**config.mk**
```make
export PLATFORM = sky130hd
export DESIGN_NAME = error_capture_status_word
export DESIGN_NICKNAME = d
export VERILOG_FILES = /design/src/design/error_capture_pkg.sv /design/src/design/capture_field.sv /design/src/design/error_capture_status_word.sv
export VERILOG_INCLUDE_DIRS = /design/src /design/src/design
export SDC_FILE = /design/constraint.sdc
export NUM_CORES = 1
export LEC_CHECK = 0
export BUFFER_PORTS_ARGS = -buffer_cell sky130_fd_sc_hd__buf_4
export CAP_MARGIN = 20
export CELL_PAD_IN_SITES_DETAIL_PLACEMENT = 0
export CELL_PAD_IN_SITES_GLOBAL_PLACEMENT = 1
export CORE_MARGIN = 3
export CORE_UTILIZATION = 35
export DETAILED_ROUTE_END_ITERATION = 8
export MAX_ROUTING_LAYER = met4
export PLACE_DENSITY = 0.87
export SLEW_MARGIN = 20
export SYNTH_ARGS = -nofsm -noshare
export SYNTH_HDL_FRONTEND = slang
export SYNTH_SLANG_ARGS = --single-unit
```
**constraint.sdc**
```tcl
create_clock -name pclk -period 1.75 [get_ports pclk]
set_clock_uncertainty 0.15 [all_clocks]
set_input_delay 0.35 -clock pclk [delete_from_list [all_inputs] [get_ports pclk]]
set_output_delay 0.35 -clock pclk [all_outputs]
set_load 0.02 [all_outputs]
```
**src/design/error_capture_map.svh**
```systemverilog
/*
  bit positions, register offsets and reset values for the error capture
  status word. assumes inclusion by bare name from design files.
*/
`ifndef ERROR_CAPTURE_MAP_SVH
`define ERROR_CAPTURE_MAP_SVH

// status word bit positions
`define ECS_BIT_SECDED_FLAG 3
`define ECS_BIT_CTRL_PE_FLAG 5
`define ECS_BIT_MAINS_FAIL 36
`define ECS_BIT_SHUTDOWN 37
`define ECS_BIT_SYNDROME_LO 40
`define ECS_BIT_ADDR_LO 48
`define ECS_BIT_PE_PORT_LO 54
`define ECS_BIT_BKPT_PORT_LO 56
`define ECS_BIT_BKPT_FUNC_LO 58
`define ECS_BIT_BKPT_FLAG 77

// apb byte offsets of the register window
`define ECS_OFF_WORD0 12'h000
`define ECS_OFF_WORD1 12'h004
`define ECS_OFF_WORD2 12'h008
`define ECS_OFF_FLAGS 12'h00c
`define ECS_OFF_CTRL 12'h010

// flags register bit layout (write one to clear the locking flags)
`define ECS_FLG_SECDED 0
`define ECS_FLG_CTRL_PE 1
`define ECS_FLG_BKPT 2

// reset values
`define ECS_CTRL_RESET 32'h0000_0000
`define ECS_FLAGS_RESET 3'h0

`endif

```
**src/design/error_capture_pkg.sv**
```systemverilog
/*
  types for the error capture status word.
  assumes the map header supplies bit positions and offsets; field widths are written here.
*/
package error_capture_pkg;

  // one captured correction-code error context
  typedef struct packed {
    logic [7:0] syndrome;
    logic [5:0] addr;
  } secded_cap_t;

  // one captured breakpoint context
  typedef struct packed {
    logic [1:0] func;
    logic [1:0] port;
  } bkpt_cap_t;

  // error event inputs from the memory side
  typedef struct packed {
    logic secded_err;
    logic [7:0] syndrome;
    logic [17:0] fail_addr;
    logic ctrl_pe;
    logic [1:0] pe_port;
    logic bkpt_match;
    logic [1:0] bkpt_port;
    logic [1:0] bkpt_func;
  } err_event_t;

endpackage : error_capture_pkg

```
**src/design/capture_field.sv**
```systemverilog
/*
  one frozen capture field: loads on an event while its locking flag is
  clear, then holds until the flag is cleared from the register side.
  assumes events and clear arrive on pclk.
*/
`timescale 1ns/1ns
`default_nettype none
module capture_field #(
  parameter int WIDTH = 8
) (
  // clock and reset
  input wire logic pclk,
  input wire logic presetn,
  // event side
  input wire logic event_in,
  input wire logic [WIDTH-1:0] data_in,
  // software side
  input wire logic clear,
  output logic locked,
  output logic [WIDTH-1:0] data_out
);

  typedef struct packed {
    logic lock;
    logic [WIDTH-1:0] data;
  } state_t;

  state_t st_reg;
  state_t st_next;

  initial begin
    if (WIDTH < 1) $error("capture_field width must be positive");
  end

  // a new event wins over a clear in the same cycle so the flag is never lost
  always_comb begin
    st_next = st_reg;
    if (clear) st_next.lock = 1'b0;
    if (event_in && !st_reg.lock) begin
      st_next.lock = 1'b1;
      st_next.data = data_in;
    end else if (event_in && clear) begin
      st_next.lock = 1'b1; // set wins; data stays frozen from the first event
    end
  end

  always_ff @(posedge pclk or negedge presetn) begin
    if (!presetn) st_reg <= '0;
    else st_reg <= st_next;
  end

  assign locked = st_reg.lock;
  assign data_out = st_reg.data;

  AST_FROZEN: assert property (
    @(posedge pclk) disable iff (!presetn)
    st_reg.lock |=> data_out == $past(data_out))
    else $error("locked capture field changed");
  AST_LOAD: assert property (
    @(posedge pclk) disable iff (!presetn)
    (event_in && !st_reg.lock) |=> (locked && data_out == $past(data_in)))
    else $error("capture did not load on event");

endmodule : capture_field
`default_nettype wire

```
**src/design/error_capture_status_word.sv**
```systemverilog
/*
  error capture part of the maintenance status word: power warnings,
  correction-code syndrome and failing address, controller parity port,
  breakpoint port and function. apb slave, 32-bit data, zero wait.
  assumes event inputs are on pclk and environment pins are asynchronous.
*/
// Local design decisions: the APB interface to the registers and the address map.
// Notes on behaviour
// - bits 36,37 power warnings; 38,39 unused
// - correction error loads syndrome and address bits
// - bit 52 holds address 16, or 17 large
// - controller parity port code loads on flag
// - breakpoint match loads port and function codes
// - capture bits 40-59 are read only
`timescale 1ns/1ns
`default_nettype none
`include "error_capture_map.svh"
module error_capture_status_word #(
  parameter bit LARGE_MODEL = 1'b0
) (
  // clock and reset
  input wire logic pclk,
  input wire logic presetn,
  // apb slave
  input wire logic psel,
  input wire logic penable,
  input wire logic pwrite,
  input wire logic [11:0] paddr,
  input wire logic [31:0] pwdata,
  input wire logic [3:0] pstrb,
  output logic [31:0] prdata,
  output logic pready,
  output logic pslverr,
  // environment pins
  input wire logic mains_fail_pin,
  input wire logic shutdown_pin,
  // memory events
  input wire error_capture_pkg::err_event_t events,
  // word to the maintenance display
  output logic [95:0] status_word
);

  typedef struct packed {
    logic [1:0] env_meta;
    logic [1:0] env_sync;
    logic [31:0] rdata;
    logic slverr;
    logic [31:0] ctrl;
  } state_t;

  state_t st_reg;
  state_t st_next;

  logic [2:0] lock;
  logic [2:0] clr;
  logic [13:0] secded_data;
  error_capture_pkg::secded_cap_t secded_q;
  logic [1:0] pe_port_q;
  error_capture_pkg::bkpt_cap_t bkpt_q;
  logic [5:0] addr_sel;
  logic access;
  logic [95:0] word;

  // address field: bits 48-50 addr 0-2, then 15/16/17 or 16/17/3
  always_comb begin
    addr_sel[2:0] = events.fail_addr[2:0];
    if (LARGE_MODEL) begin
      addr_sel[3] = events.fail_addr[16];
      addr_sel[4] = events.fail_addr[17];
      addr_sel[5] = events.fail_addr[3];
    end else begin
      addr_sel[3] = events.fail_addr[15];
      addr_sel[4] = events.fail_addr[16];
      addr_sel[5] = events.fail_addr[17];
    end
  end
  assign secded_data = {events.syndrome, addr_sel};

  function automatic logic is_reg(input logic [11:0] a,
                                  input logic [11:0] off);
    is_reg = (a == off);
  endfunction : is_reg

  assign access = psel && penable;
  // write one to the flags register clears the matching locking flag
  assign clr = (access && pwrite && is_reg(paddr, `ECS_OFF_FLAGS)
                && pstrb[0]) ? pwdata[2:0] : 3'h0;

  capture_field #(.WIDTH(14)) u_secded (
    .pclk(pclk), .presetn(presetn),
    .event_in(events.secded_err), .data_in(secded_data),
    .clear(clr[`ECS_FLG_SECDED]), .locked(lock[`ECS_FLG_SECDED]),
    .data_out(secded_q)
  );
  capture_field #(.WIDTH(2)) u_pe (
    .pclk(pclk), .presetn(presetn),
    .event_in(events.ctrl_pe), .data_in(events.pe_port),
    .clear(clr[`ECS_FLG_CTRL_PE]), .locked(lock[`ECS_FLG_CTRL_PE]),
    .data_out(pe_port_q)
  );
  capture_field #(.WIDTH(4)) u_bkpt (
    .pclk(pclk), .presetn(presetn),
    .event_in(events.bkpt_match),
    .data_in({events.bkpt_func, events.bkpt_port}),
    .clear(clr[`ECS_FLG_BKPT]), .locked(lock[`ECS_FLG_BKPT]),
    .data_out(bkpt_q)
  );

  // assemble the status word; neighbouring bits stay zero here
  always_comb begin
    word = '0;
    word[`ECS_BIT_SECDED_FLAG] = lock[`ECS_FLG_SECDED];
    word[`ECS_BIT_CTRL_PE_FLAG] = lock[`ECS_FLG_CTRL_PE];
    word[`ECS_BIT_BKPT_FLAG] = lock[`ECS_FLG_BKPT];
    word[`ECS_BIT_MAINS_FAIL] = st_reg.env_sync[0];
    word[`ECS_BIT_SHUTDOWN] = st_reg.env_sync[1];
    word[`ECS_BIT_SYNDROME_LO +: 8] = secded_q.syndrome;
    word[`ECS_BIT_ADDR_LO +: 6] = secded_q.addr;
    word[`ECS_BIT_PE_PORT_LO +: 2] = pe_port_q;
    word[`ECS_BIT_BKPT_PORT_LO +: 2] = bkpt_q.port;
    word[`ECS_BIT_BKPT_FUNC_LO +: 2] = bkpt_q.func;
  end

  // apb reads and the control scratch register; status words ignore
  // writes so capture bits can never be forced by software
  always_comb begin
    st_next = st_reg;
    st_next.env_meta = {shutdown_pin, mains_fail_pin};
    st_next.env_sync = st_reg.env_meta;
    if (psel && !penable) begin
      st_next.slverr = 1'b0;
      st_next.rdata = 32'h0000_0000;
      unique case (paddr)
        `ECS_OFF_WORD0: st_next.rdata = word[31:0];
        `ECS_OFF_WORD1: st_next.rdata = word[63:32];
        `ECS_OFF_WORD2: st_next.rdata = word[95:64];
        `ECS_OFF_FLAGS: st_next.rdata = {29'h0, lock};
        `ECS_OFF_CTRL: st_next.rdata = st_reg.ctrl;
        default: st_next.slverr = 1'b1;
      endcase
      if (pwrite && (is_reg(paddr, `ECS_OFF_WORD0)
          || is_reg(paddr, `ECS_OFF_WORD1)
          || is_reg(paddr, `ECS_OFF_WORD2))) begin
        st_next.slverr = 1'b1;
      end
    end
    if (access && pwrite && is_reg(paddr, `ECS_OFF_CTRL)) begin
      for (int i = 0; i < 4; i++) begin
        if (pstrb[i]) st_next.ctrl[i*8 +: 8] = pwdata[i*8 +: 8];
      end
    end
  end

  always_ff @(posedge pclk or negedge presetn) begin
    if (!presetn) begin
      st_reg <= '0;
      st_reg.ctrl <= `ECS_CTRL_RESET;
    end else begin
      st_reg <= st_next;
    end
  end

  assign pready = 1'b1;
  assign prdata = st_reg.rdata;
  assign pslverr = access && st_reg.slverr;
  assign status_word = word;

  // a pin sampled at one edge reaches the word two edges later
  AST_POWER_SYNC: assert property (
    @(posedge pclk) disable iff (!presetn)
    status_word[`ECS_BIT_MAINS_FAIL] == $past(mains_fail_pin, 2))
    else $error("mains fail bit not two stages behind pin");
  AST_SHUT_SYNC: assert property (
    @(posedge pclk) disable iff (!presetn)
    status_word[`ECS_BIT_SHUTDOWN] == $past(shutdown_pin, 2))
    else $error("shutdown bit not two stages behind pin");
  AST_UNUSED_BITS: assert property (
    @(posedge pclk) disable iff (!presetn)
    status_word[39:38] == 2'b00)
    else $error("unused bits 38-39 not zero");
  AST_SECDED_LOAD: assert property (
    @(posedge pclk) disable iff (!presetn)
    (events.secded_err && !lock[0]) |=>
      status_word[47:40] == $past(events.syndrome))
    else $error("syndrome not captured");
  AST_ADDR51: assert property (
    @(posedge pclk) disable iff (!presetn)
    (events.secded_err && !lock[0]) |=> status_word[51] ==
      (LARGE_MODEL ? $past(events.fail_addr[16])
                   : $past(events.fail_addr[15])))
    else $error("bit 51 holds the wrong address bit");
  AST_ADDR52: assert property (
    @(posedge pclk) disable iff (!presetn)
    (events.secded_err && !lock[0]) |=> status_word[52] ==
      (LARGE_MODEL ? $past(events.fail_addr[17])
                   : $past(events.fail_addr[16])))
    else $error("bit 52 holds the wrong address bit");
  AST_PE_LOAD: assert property (
    @(posedge pclk) disable iff (!presetn)
    (events.ctrl_pe && !lock[1]) |=>
      (status_word[55:54] == $past(events.pe_port) && status_word[5]))
    else $error("parity port code not captured");
  AST_BKPT_LOAD: assert property (
    @(posedge pclk) disable iff (!presetn)
    (events.bkpt_match && !lock[2]) |=>
      (status_word[59:56] == $past({events.bkpt_func, events.bkpt_port})
       && status_word[77]))
    else $error("breakpoint codes not captured");
  // the error flag was latched in setup, so the access must show it
  AST_RO_ERR: assert property (
    @(posedge pclk) disable iff (!presetn)
    (access && pwrite && (paddr == `ECS_OFF_WORD0
     || paddr == `ECS_OFF_WORD1 || paddr == `ECS_OFF_WORD2)) |-> pslverr)
    else $error("write to a status word not refused");
  AST_READ_ONLY: assert property (
    @(posedge pclk) disable iff (!presetn)
    (access && pwrite && paddr == `ECS_OFF_WORD1 && !events.secded_err
     && !events.ctrl_pe && !events.bkpt_match && clr == 3'h0) |=>
      status_word[59:40] == $past(status_word[59:40]))
    else $error("write changed capture bits");
  AST_HOLD_LOCK: assert property (
    @(posedge pclk) disable iff (!presetn)
    (lock[0] && !clr[0]) |=> (lock[0] &&
      status_word[53:40] == $past(status_word[53:40])))
    else $error("locked syndrome reloaded");
  // a clear with no new error in the same cycle must unlock the field
  AST_CLEAR: assert property (
    @(posedge pclk) disable iff (!presetn)
    (clr[0] && !events.secded_err) |=> !status_word[`ECS_BIT_SECDED_FLAG])
    else $error("locking flag not cleared by software");

endmodule : error_capture_status_word
`default_nettype wire

```
### Yosys cells after proc, flatten, opt, wreduce, memory -nomap -nowiden

Cells that the tools add are included.

| storage, ports and cells | value |
|---|---|
| flip-flop bits (word level) | 92 |
| input bits | 90 |
| output and inout port bits | 130 |
| word-level logic and storage cells | 60 |

| operators by class | value |
|---|---|
| equal/unequal tests | 4 |
| muxes and demuxes | 13 |
| reduce and logical (&&, ||, !) cells | 29 |

Operators with widths:

| kind | number |
|---|---|
| $pmux 32 s5 | 1 |
| $eq 12x4->1 const B | 2 |
| $logic_and 1x1->1 | 14 |
| $eq 12x3->1 const B | 1 |
| $eq 12x5->1 const B | 1 |
| $logic_not 12->1 | 1 |
| $mux 1 | 11 |
| $reduce_bool 3->1 | 3 |
| $reduce_and 2->1 | 4 |
| $reduce_or 5->1 | 1 |
| $logic_not 1->1 | 4 |
| $mux 3 | 1 |
| $logic_or 1x1->1 | 2 |

### Longest topological paths before layout

Gate-level depths: netlist of run 1.

| logic depth | value |
|---|---|
| depth after elaboration | 8 |
| gate-level depth with buffers | 6 |
| depth with buffers taken out | 4 |

### By module

Synthesis of run 1 repeated with hierarchy kept, for this count alone.

| unflattened totals | value |
|---|---|
| cell total of the unflattened synthesis | 378 |
| area total of the unflattened synthesis | 4832.1 um2 |

Modules (own cells, without submodules):

| module | times used | cells each | area each (um2) | seq. area each (um2) |
|---|---|---|---|---|
| error_capture_status_word | 1 | 324 | 3876.2 | 1726.7 |
| capture_field at u_secded | 1 | 34 | 628.1 | 375.4 |
| capture_field at u_bkpt | 1 | 12 | 196.4 | 125.1 |
| capture_field at u_pe | 1 | 8 | 131.4 | 75.1 |

### Least setup slack after synthesis of run 1

No wires, ideal clock.

| timing | value |
|---|---|
| kind | in2reg |
| start | in paddr[3] |
| end | reg st_reg[0] (netlist bit) |
| setup time | 0.125 ns |
| data arrival time | 1.516 ns |
| required time | 1.475 ns |
| path slack | -0.041 ns |
| stages | 5 |
| buffers on the path | 1 |
| cells stage by stage | buf_2 > nor3b_4 > nand4_1 > nor2_4 > mux2_2 |

| on the way | value |
|---|---|
| cells in the longest elaborated chain, start to end | 3 |

Ends and longest elaborated chain:

| element | RTL line | source |
|---|---|---|
| start, declared | error_capture_status_word.sv:28 | `input wire logic [11:0] paddr,` |
| $eq 12x5->1 | error_capture_status_word.sv:81 | `is_reg = (a == off);` |
| $logic_and 1x1->1 | error_capture_status_word.sv:147 | `` if (access && pwrite && is_reg(paddr, `ECS_OFF_CTRL)) begin `` |
| $reduce_and 2->1 (no source line) | -- |  |
| end signal, assigned | error_capture_status_word.sv:159 | `st_reg <= st_next;` |
| end, declared | error_capture_status_word.sv:51 | `state_t st_reg;` |

No other way between the ends.
A chain may end at the register's enable or synchronous reset.

### Worst setup path in the final report of run 1

| timing | value |
|---|---|
| start | in paddr[8] |
| end | reg st_reg (netlist bit prdata[12]) |

| on the way | value |
|---|---|
| cells in the longest elaborated chain, start to end | 2 |
| elaborated cells on any way between the ends | 6 |
| classes of those cells | eq/ne (4); mux (1); reduce/logical (1) |

Ends and longest elaborated chain:

| element | RTL line | source |
|---|---|---|
| $eq 12x5->1, or another cell as far along | error_capture_status_word.sv:133 | `unique case (paddr)` |
| $pmux 32 s5 (*) | error_capture_status_word.sv:133 |  |

Mark *: on every way between the ends. The rest lies on a longest branch, timed or not.

==> results.tsv, run 1 <==
stage	metric	value	unit
logic_synthesis	ys_seq_area_share	49.9	%
logic_synthesis	yosysWarningCount	0	
timing	rsz0062_at_grt	false	
critical_path	cp_max_fo	11	
timing	fin_crit	1.62	ns
power	p_leak	2.87	nW
die	die_area	14600	µm²
clocking	clock_path_buffers	2	
critical_path	r2r-end	u_bkpt.data_out[1]$_DFFE_PN0P_	
timing	finalCritPeriodShare	92.7	%
clocking	cts_buffers	9	
logic_synthesis	yosys.area_share.simple	8.33	%
logic_synthesis	avgSynthCellArea	11.6	µm²
die	die_w	121	µm
flow_run	max_cap_violations	0	
timing	slew_violations	0	
cells_and_area	filler_cell_count	1171	
cells_and_area	synthToLayoutAreaGrowth	25.3	%
power	max-vdd-ir-drop	0.593	mV
logic_synthesis	async_flop_share	100	%
clocking	root_buffer	clkbuf_16	
logic_synthesis	synthMuxAreaShare	13.1	%
timing	setup_ws	0.127	ns
critical_path	cp.arrival	1.72	ns
routing	post_drt_wl_per_cell	15.4	µm
cells_and_area	finish.utilization	45.2	%
global_route	grt_util_all_layers	14.9	%
critical_path	critPathRequiredTime	1.84	ns
cells_and_area	layout_commonest_cell	buf_4	
clocking	clock_sinks	92	
routing	num_vias	3067	
die	die_h	121	µm
critical_path	regToRegSetupSlack	0.29	ns
cells_and_area	largest_reg_flops	33	
status	status	complete, no violations	
clocking	clkLatencyLatePin	0.34	ns
logic_synthesis	synth_seq_cells	92	
placement	gp_congestion	0.781	
timing	hold_viol	0	
die	start_util	36.1	%
placement	port_buffers	135	
logic_synthesis	syn_inst	399	
global_route	grt_max_degree	48	
min_path	hold_path.class	input pin to flop	
timing	worst_hold_slack	0.0463	ns
clocking	htreeDepth	3	
cells_and_area	multi_input_area	1690	µm²
cells_and_area	drive_gt1_share	44.2	%
logic_synthesis	ys_types	36	
cells_and_area	diodes	0	
routing	vias_per_cell	4.46	
die	fp-row-count	41	
clocking	cts_resized	0	
logic_synthesis	synth_edf_count	0	
logic_synthesis	synth_top_family_by_area	buffers and inverters	
placement	hpwlAfterDp	8.21	mm
timing	setup_violations	0	
global_route	antenna_found_initial	0	
power	power.density	822	nW/µm²
logic_synthesis	synthXorXnorAreaFrac	0	%
timing	setup_tns	0	ns
min_path	min_from	events[4]	
logic_synthesis	synth_adder_area_share	0	%
global_route	grt_pass1_wl	16.2	mm
cells_and_area	layout_common_cells	146 x buf_4, 92 x dfrtp_1, 72 x conb_1	
routing	ant_nets	0	
logic_synthesis	yosys_most_used_dff	dfrtp_1	
routing	first_pass_iters	6	
global_route	grt_overflow	0	
die	io_pins	220	
die	coreArea	12800	µm²
cells_and_area	nets	601	
routing	drcViolationCount	0	
critical_path	reg2reg_from	u_bkpt.locked$_DFFE_PN0P_	
clocking	cts_tree	yes	
logic_synthesis	synth-compound-area-share	8.90	%
critical_path	rr_worst_depth	2	
placement	post-place-ws	-0.274	ns
critical_path	cp-endpoint	prdata[12]$_DFFE_PN0P_	
logic_synthesis	syn_area	4610	µm²
global_route	grt_pass1_vias	3104	
routing	drtIter0Drc	205	
critical_path	cp-startpoint	paddr[8]	
clocking	cts.clk_slew.worst_paths	0.06	ns
critical_path	start_kind	input pin	
routing	drt-total-wl	10.6	mm
cells_and_area	regArea	2300	µm²
timing	max_freq	616	MHz
critical_path	critical_path_class	input pin to flop	
critical_path	critPathCaptureType	flop	
[per-layer routing]
layer  GRT usage (%)  wire length (µm)  up-vias
li1                -                 -     1419
met1            17.8              4390     1508
met2            24.8              5440      124
met3            3.27               610       16
met4            5.67               176        0
met5               -                 0        -
[stage by stage]
stage / total power, mW / std cells / cell area (µm²)
3_3_place_gp: 2.91 / 669 / 5460
4_1_cts: 4.82 / 688 / 5780
2_1_floorplan: 2.71 / 469 / 4900
6_report: 4.75 / 688 / 5780
5_1_grt: 4.95 / 688 / 5780
3_5_place_dp: 2.92 / 669 / 5460
[critical path: stages]
cell	delay, ns
buf_4	0.11
nor4_2	0.32
and3_1	0.27
buf_12	0.15
nand3_4	0.14
buf_12	0.20
o21ai_0	0.18
[area by class of cell]
| class | count | share of cell area (%) |
|---|---|---|
| Sequential cell | 92 | 39.8 |
| Tap cell | 172 | 3.72 |
| Inverter | 1 | 0.0649 |
| Multi-Input combinational cell | 250 | 29.2 |
| Clock inverter | 5 | 0.909 |
| Clock buffer | 11 | 4.03 |
| Timing Repair Buffer | 157 | 22.3 |
[how the worst min path moves through the flow]
stage	end	cells after the start
final	u_bkpt.locked$_DFFE_PN0P_	2
after global placement	u_secded.data_out[8]$_DFFE_PN0P_	1
after detailed placement	u_secded.data_out[8]$_DFFE_PN0P_	1
after global routing	u_bkpt.locked$_DFFE_PN0P_	2
after CTS	u_bkpt.locked$_DFFE_PN0P_	2
after floorplan	prdata[0]$_DFFE_PN0P_	0
[report_power, final]
group / leakage, nW / switching [mW] / internal [mW]
clock: 0.139 / 0.766 / 1.10
sequential: 1.22 / 0.0504 / 2.19
combinational: 1.51 / 0.381 / 0.268
[synthesized netlist by cell type (2+ instances only)]
cell type,n,area (µm²)
nand2_1,27,101
nor3b_1,3,22.5
nand3_1,3,15.0
mux2_2,51,574
a22oi_1,23,173
a21oi_1,2,10.0
nor2_1,2,7.51
mux2i_1,2,20.0
nor2b_1,4,25.0
o21ai_0,25,125
clkbuf_1,9,33.8
a21o_1,3,22.5
buf_2,5,25.0
a22o_1,6,52.6
buf_4,111,833
nand3b_1,2,15.0
dfrtp_1,92,2300
nand3_4,4,70.1
nand4_1,2,12.5
conb_1,2,7.51
and3_1,6,37.5
[kinds of logic after synthesis]
kind of cell	count (synthesis)
flip-flops	92
AO/OA/AOI/OAI	63
buffers and inverters	127
other	2
AND/OR/NAND/NOR	61
multiplexers	54
[repair_timing]
item                      CTS  global route
hold buffers                3             0
hold endpoints to repair   94             0
setup buffers               0             0
Power figures use the tool's default switching activity.
==> run 2, diff against run 1 <==
--- a/config.mk
+++ b/config.mk
@@ -11,10 +11,10 @@
 export CELL_PAD_IN_SITES_DETAIL_PLACEMENT = 0
 export CELL_PAD_IN_SITES_GLOBAL_PLACEMENT = 1
 export CORE_MARGIN = 3
-export CORE_UTILIZATION = 35
+export CORE_UTILIZATION = 38
 export DETAILED_ROUTE_END_ITERATION = 8
 export MAX_ROUTING_LAYER = met4
-export PLACE_DENSITY = 0.87
+export PLACE_DENSITY = 0.93
 export SLEW_MARGIN = 20
 export SYNTH_ARGS = -nofsm -noshare
 export SYNTH_HDL_FRONTEND = slang
==> constraint.sdc (replaced) <==
create_clock -name pclk -period 2.05 [get_ports pclk]
set_clock_uncertainty 0.15 [all_clocks]
set_input_delay 0.41 -clock pclk [delete_from_list [all_inputs] [get_ports pclk]]
set_output_delay 0.41 -clock pclk [all_outputs]
set_load 0.02 [all_outputs]
==> results.tsv, run 2 (same netlist as run 1, synthesis figures left out) <==
stage	metric	value	unit
clocking	cts.clk_slew.worst_paths	0.06	ns
critical_path	regToRegSetupSlack	0.55	ns
global_route	grt_overflow	0	
die	die_h	116	µm
timing	max_freq	590	MHz
clocking	clkLatencyLatePin	0.33	ns
critical_path	critPathCaptureType	flop	
routing	drtIter0Drc	191	
cells_and_area	layout_common_cells	147 x buf_4, 92 x dfrtp_1, 72 x conb_1	
critical_path	rr_worst_depth	3	
placement	gp_congestion	0.766	
power	p_leak	2.82	nW
global_route	antenna_found_initial	0	
die	io_pins	220	
timing	fin_crit	1.70	ns
critical_path	path_cells	buf_4 > nor4_2 > and3_1 > buf_12 > nand3_4 > buf_4 > o21ai_0	
clocking	clock_sinks	92	
placement	post-place-ws	0.00433	ns
cells_and_area	nets	594	
cells_and_area	drive_gt1_share	43.6	%
routing	vias_per_cell	4.68	
timing	rsz0062_at_grt	false	
cells_and_area	synthToLayoutAreaGrowth	21.9	%
routing	drcViolationCount	0	
cells_and_area	diodes	0	
critical_path	cp_max_fo	12	
critical_path	reg2reg_from	u_secded.locked$_DFFE_PN0P_	
clocking	cts_buffers	9	
status	status	complete, no violations	
timing	worst_pin_slew	0.547	ns
timing	setup_violations	0	
routing	num_vias	3040	
critical_path	path_common_cell	buf_4	
critical_path	critical_path_class	input pin to flop	
cells_and_area	layout_commonest_cell	buf_4	
clocking	htreeDepth	3	
timing	hold_viol	0	
timing	setup_tns	0	ns
placement	hpwlAfterDp	7.95	mm
global_route	grt_pass1_vias	3104	
critical_path	slowest_delay	0.33	ns
cells_and_area	largest_reg_flops	33	
global_route	grt_max_degree	93	
placement	port_buffers	135	
timing	slew-limit-headroom	63.6	%
flow_run	max_cap_violations	0	
critical_path	cp.arrival	1.79	ns
clocking	root_buffer	clkbuf_16	
routing	first_pass_iters	4	
routing	ant_nets	0	
critical_path	start_kind	input pin	
critical_path	cpMaxStageDelayCell	nor4_2	
critical_path	cp-startpoint	paddr[8]	
critical_path	r2r-end	u_secded.data_out[5]$_DFFE_PN0P_	
die	fp-row-count	39	
timing	setup_ws	0.355	ns
die	coreArea	11600	µm²
clocking	cts_tree	yes	
routing	drt-total-wl	10.5	mm
die	die_w	116	µm
die	die_area	13500	µm²
power	max-vdd-ir-drop	0.501	mV
critical_path	critPathRequiredTime	2.14	ns
die	start_util	39.7	%
clocking	clock_path_buffers	2	
min_path	hold_path.class	input pin to flop	
routing	post_drt_wl_per_cell	16.2	µm
power	power.density	745	nW/µm²
global_route	grt_util_all_layers	16.0	%
global_route	grt_pass1_wl	16.0	mm
critical_path	cp-endpoint	prdata[20]$_DFFE_PN0P_	
timing	finalCritPeriodShare	82.7	%
timing	slew_violations	0	
run 2: changes by cell type in the layout (fill, tap and decap cells not counted), sizes merged:
cell	change
bufinv	+1
dlygate4sd3	-2
buf	-5
clkinvlp	-1
clkbuf	+1
clkinv	-3
run 2: worst min path at each step:
| stage | start | endpoint | depth (start not counted) |
|---|---|---|---|
| 6_report | mains_fail_pin | st_next[65]$_DFF_PN0_ | 1 |
| 5_1_grt | shutdown_pin | st_next[66]$_DFF_PN0_ | 1 |
| 4_1_cts | mains_fail_pin | st_next[65]$_DFF_PN0_ | 1 |
| 2_1_floorplan | presetn | prdata[0]$_DFFE_PN0P_ | 0 |
| 3_3_place_gp | st_next[65]$_DFF_PN0_ | status_word[36]$_DFF_PN0_ | 0 |
| 3_5_place_dp | st_next[66]$_DFF_PN0_ | status_word[37]$_DFF_PN0_ | 0 |
run 2: metal layers:
layer / GRT usage (%) / wire, µm / up-vias
met1: 19.8 / 4430 / 1507
met2: 26.3 / 5370 / 124
met5: - / 0 / -
met4: 3.87 / 82 / 0
met3: 4.30 / 628 / 8
li1: - / - / 1401
run 2: through the flow:
stage	hold slack, ns	cell area (µm²)	power, mW	cells	utilization (%)
6_report	0.0361	5620	4.19	650	48.4
5_1_grt	0.0162	5620	4.38	650	48.4
4_1_cts	0.0178	5620	4.25	650	48.4
3_5_place_dp	0.196	5300	2.49	635	45.7
3_3_place_gp	0.183	5300	2.47	635	45.7
2_1_floorplan	-0.0356	4870	2.31	469	-
run 2: area by class of cell:
cell class                      instances  area (µm²)
Clock buffer                           12         246
Tap cell                              143         179
Clock inverter                          2        60.1
Sequential cell                        92        2300
Fill cell                            1036        5990
Multi-Input combinational cell        250        1680
Timing Repair Buffer                  150        1150
Inverter                                1        3.75
run 2: worst max-delay path: cells and delay by family:
kind	cells	cell delay, ns
and+or+nand+nor	3	0.71
buffers and inverters	3	0.48
AOI/OAI and AO/OA	1	0.18
run 2: where the power goes:
group,internal (mW),total (mW),switching [mW]
sequential,1.87,1.91,0.0439
combinational,0.219,0.541,0.322
clock,1.09,1.74,0.646
total,3.17,4.19,1.01
run 2: repair_timing:
| item | CTS | global route |
|---|---|---|
| buffers inserted | 0 | 0 |
| hold endpoints to repair | 45 | 0 |
| gates resized for setup | 0 | 0 |
| hold buffers | 1 | 0 |
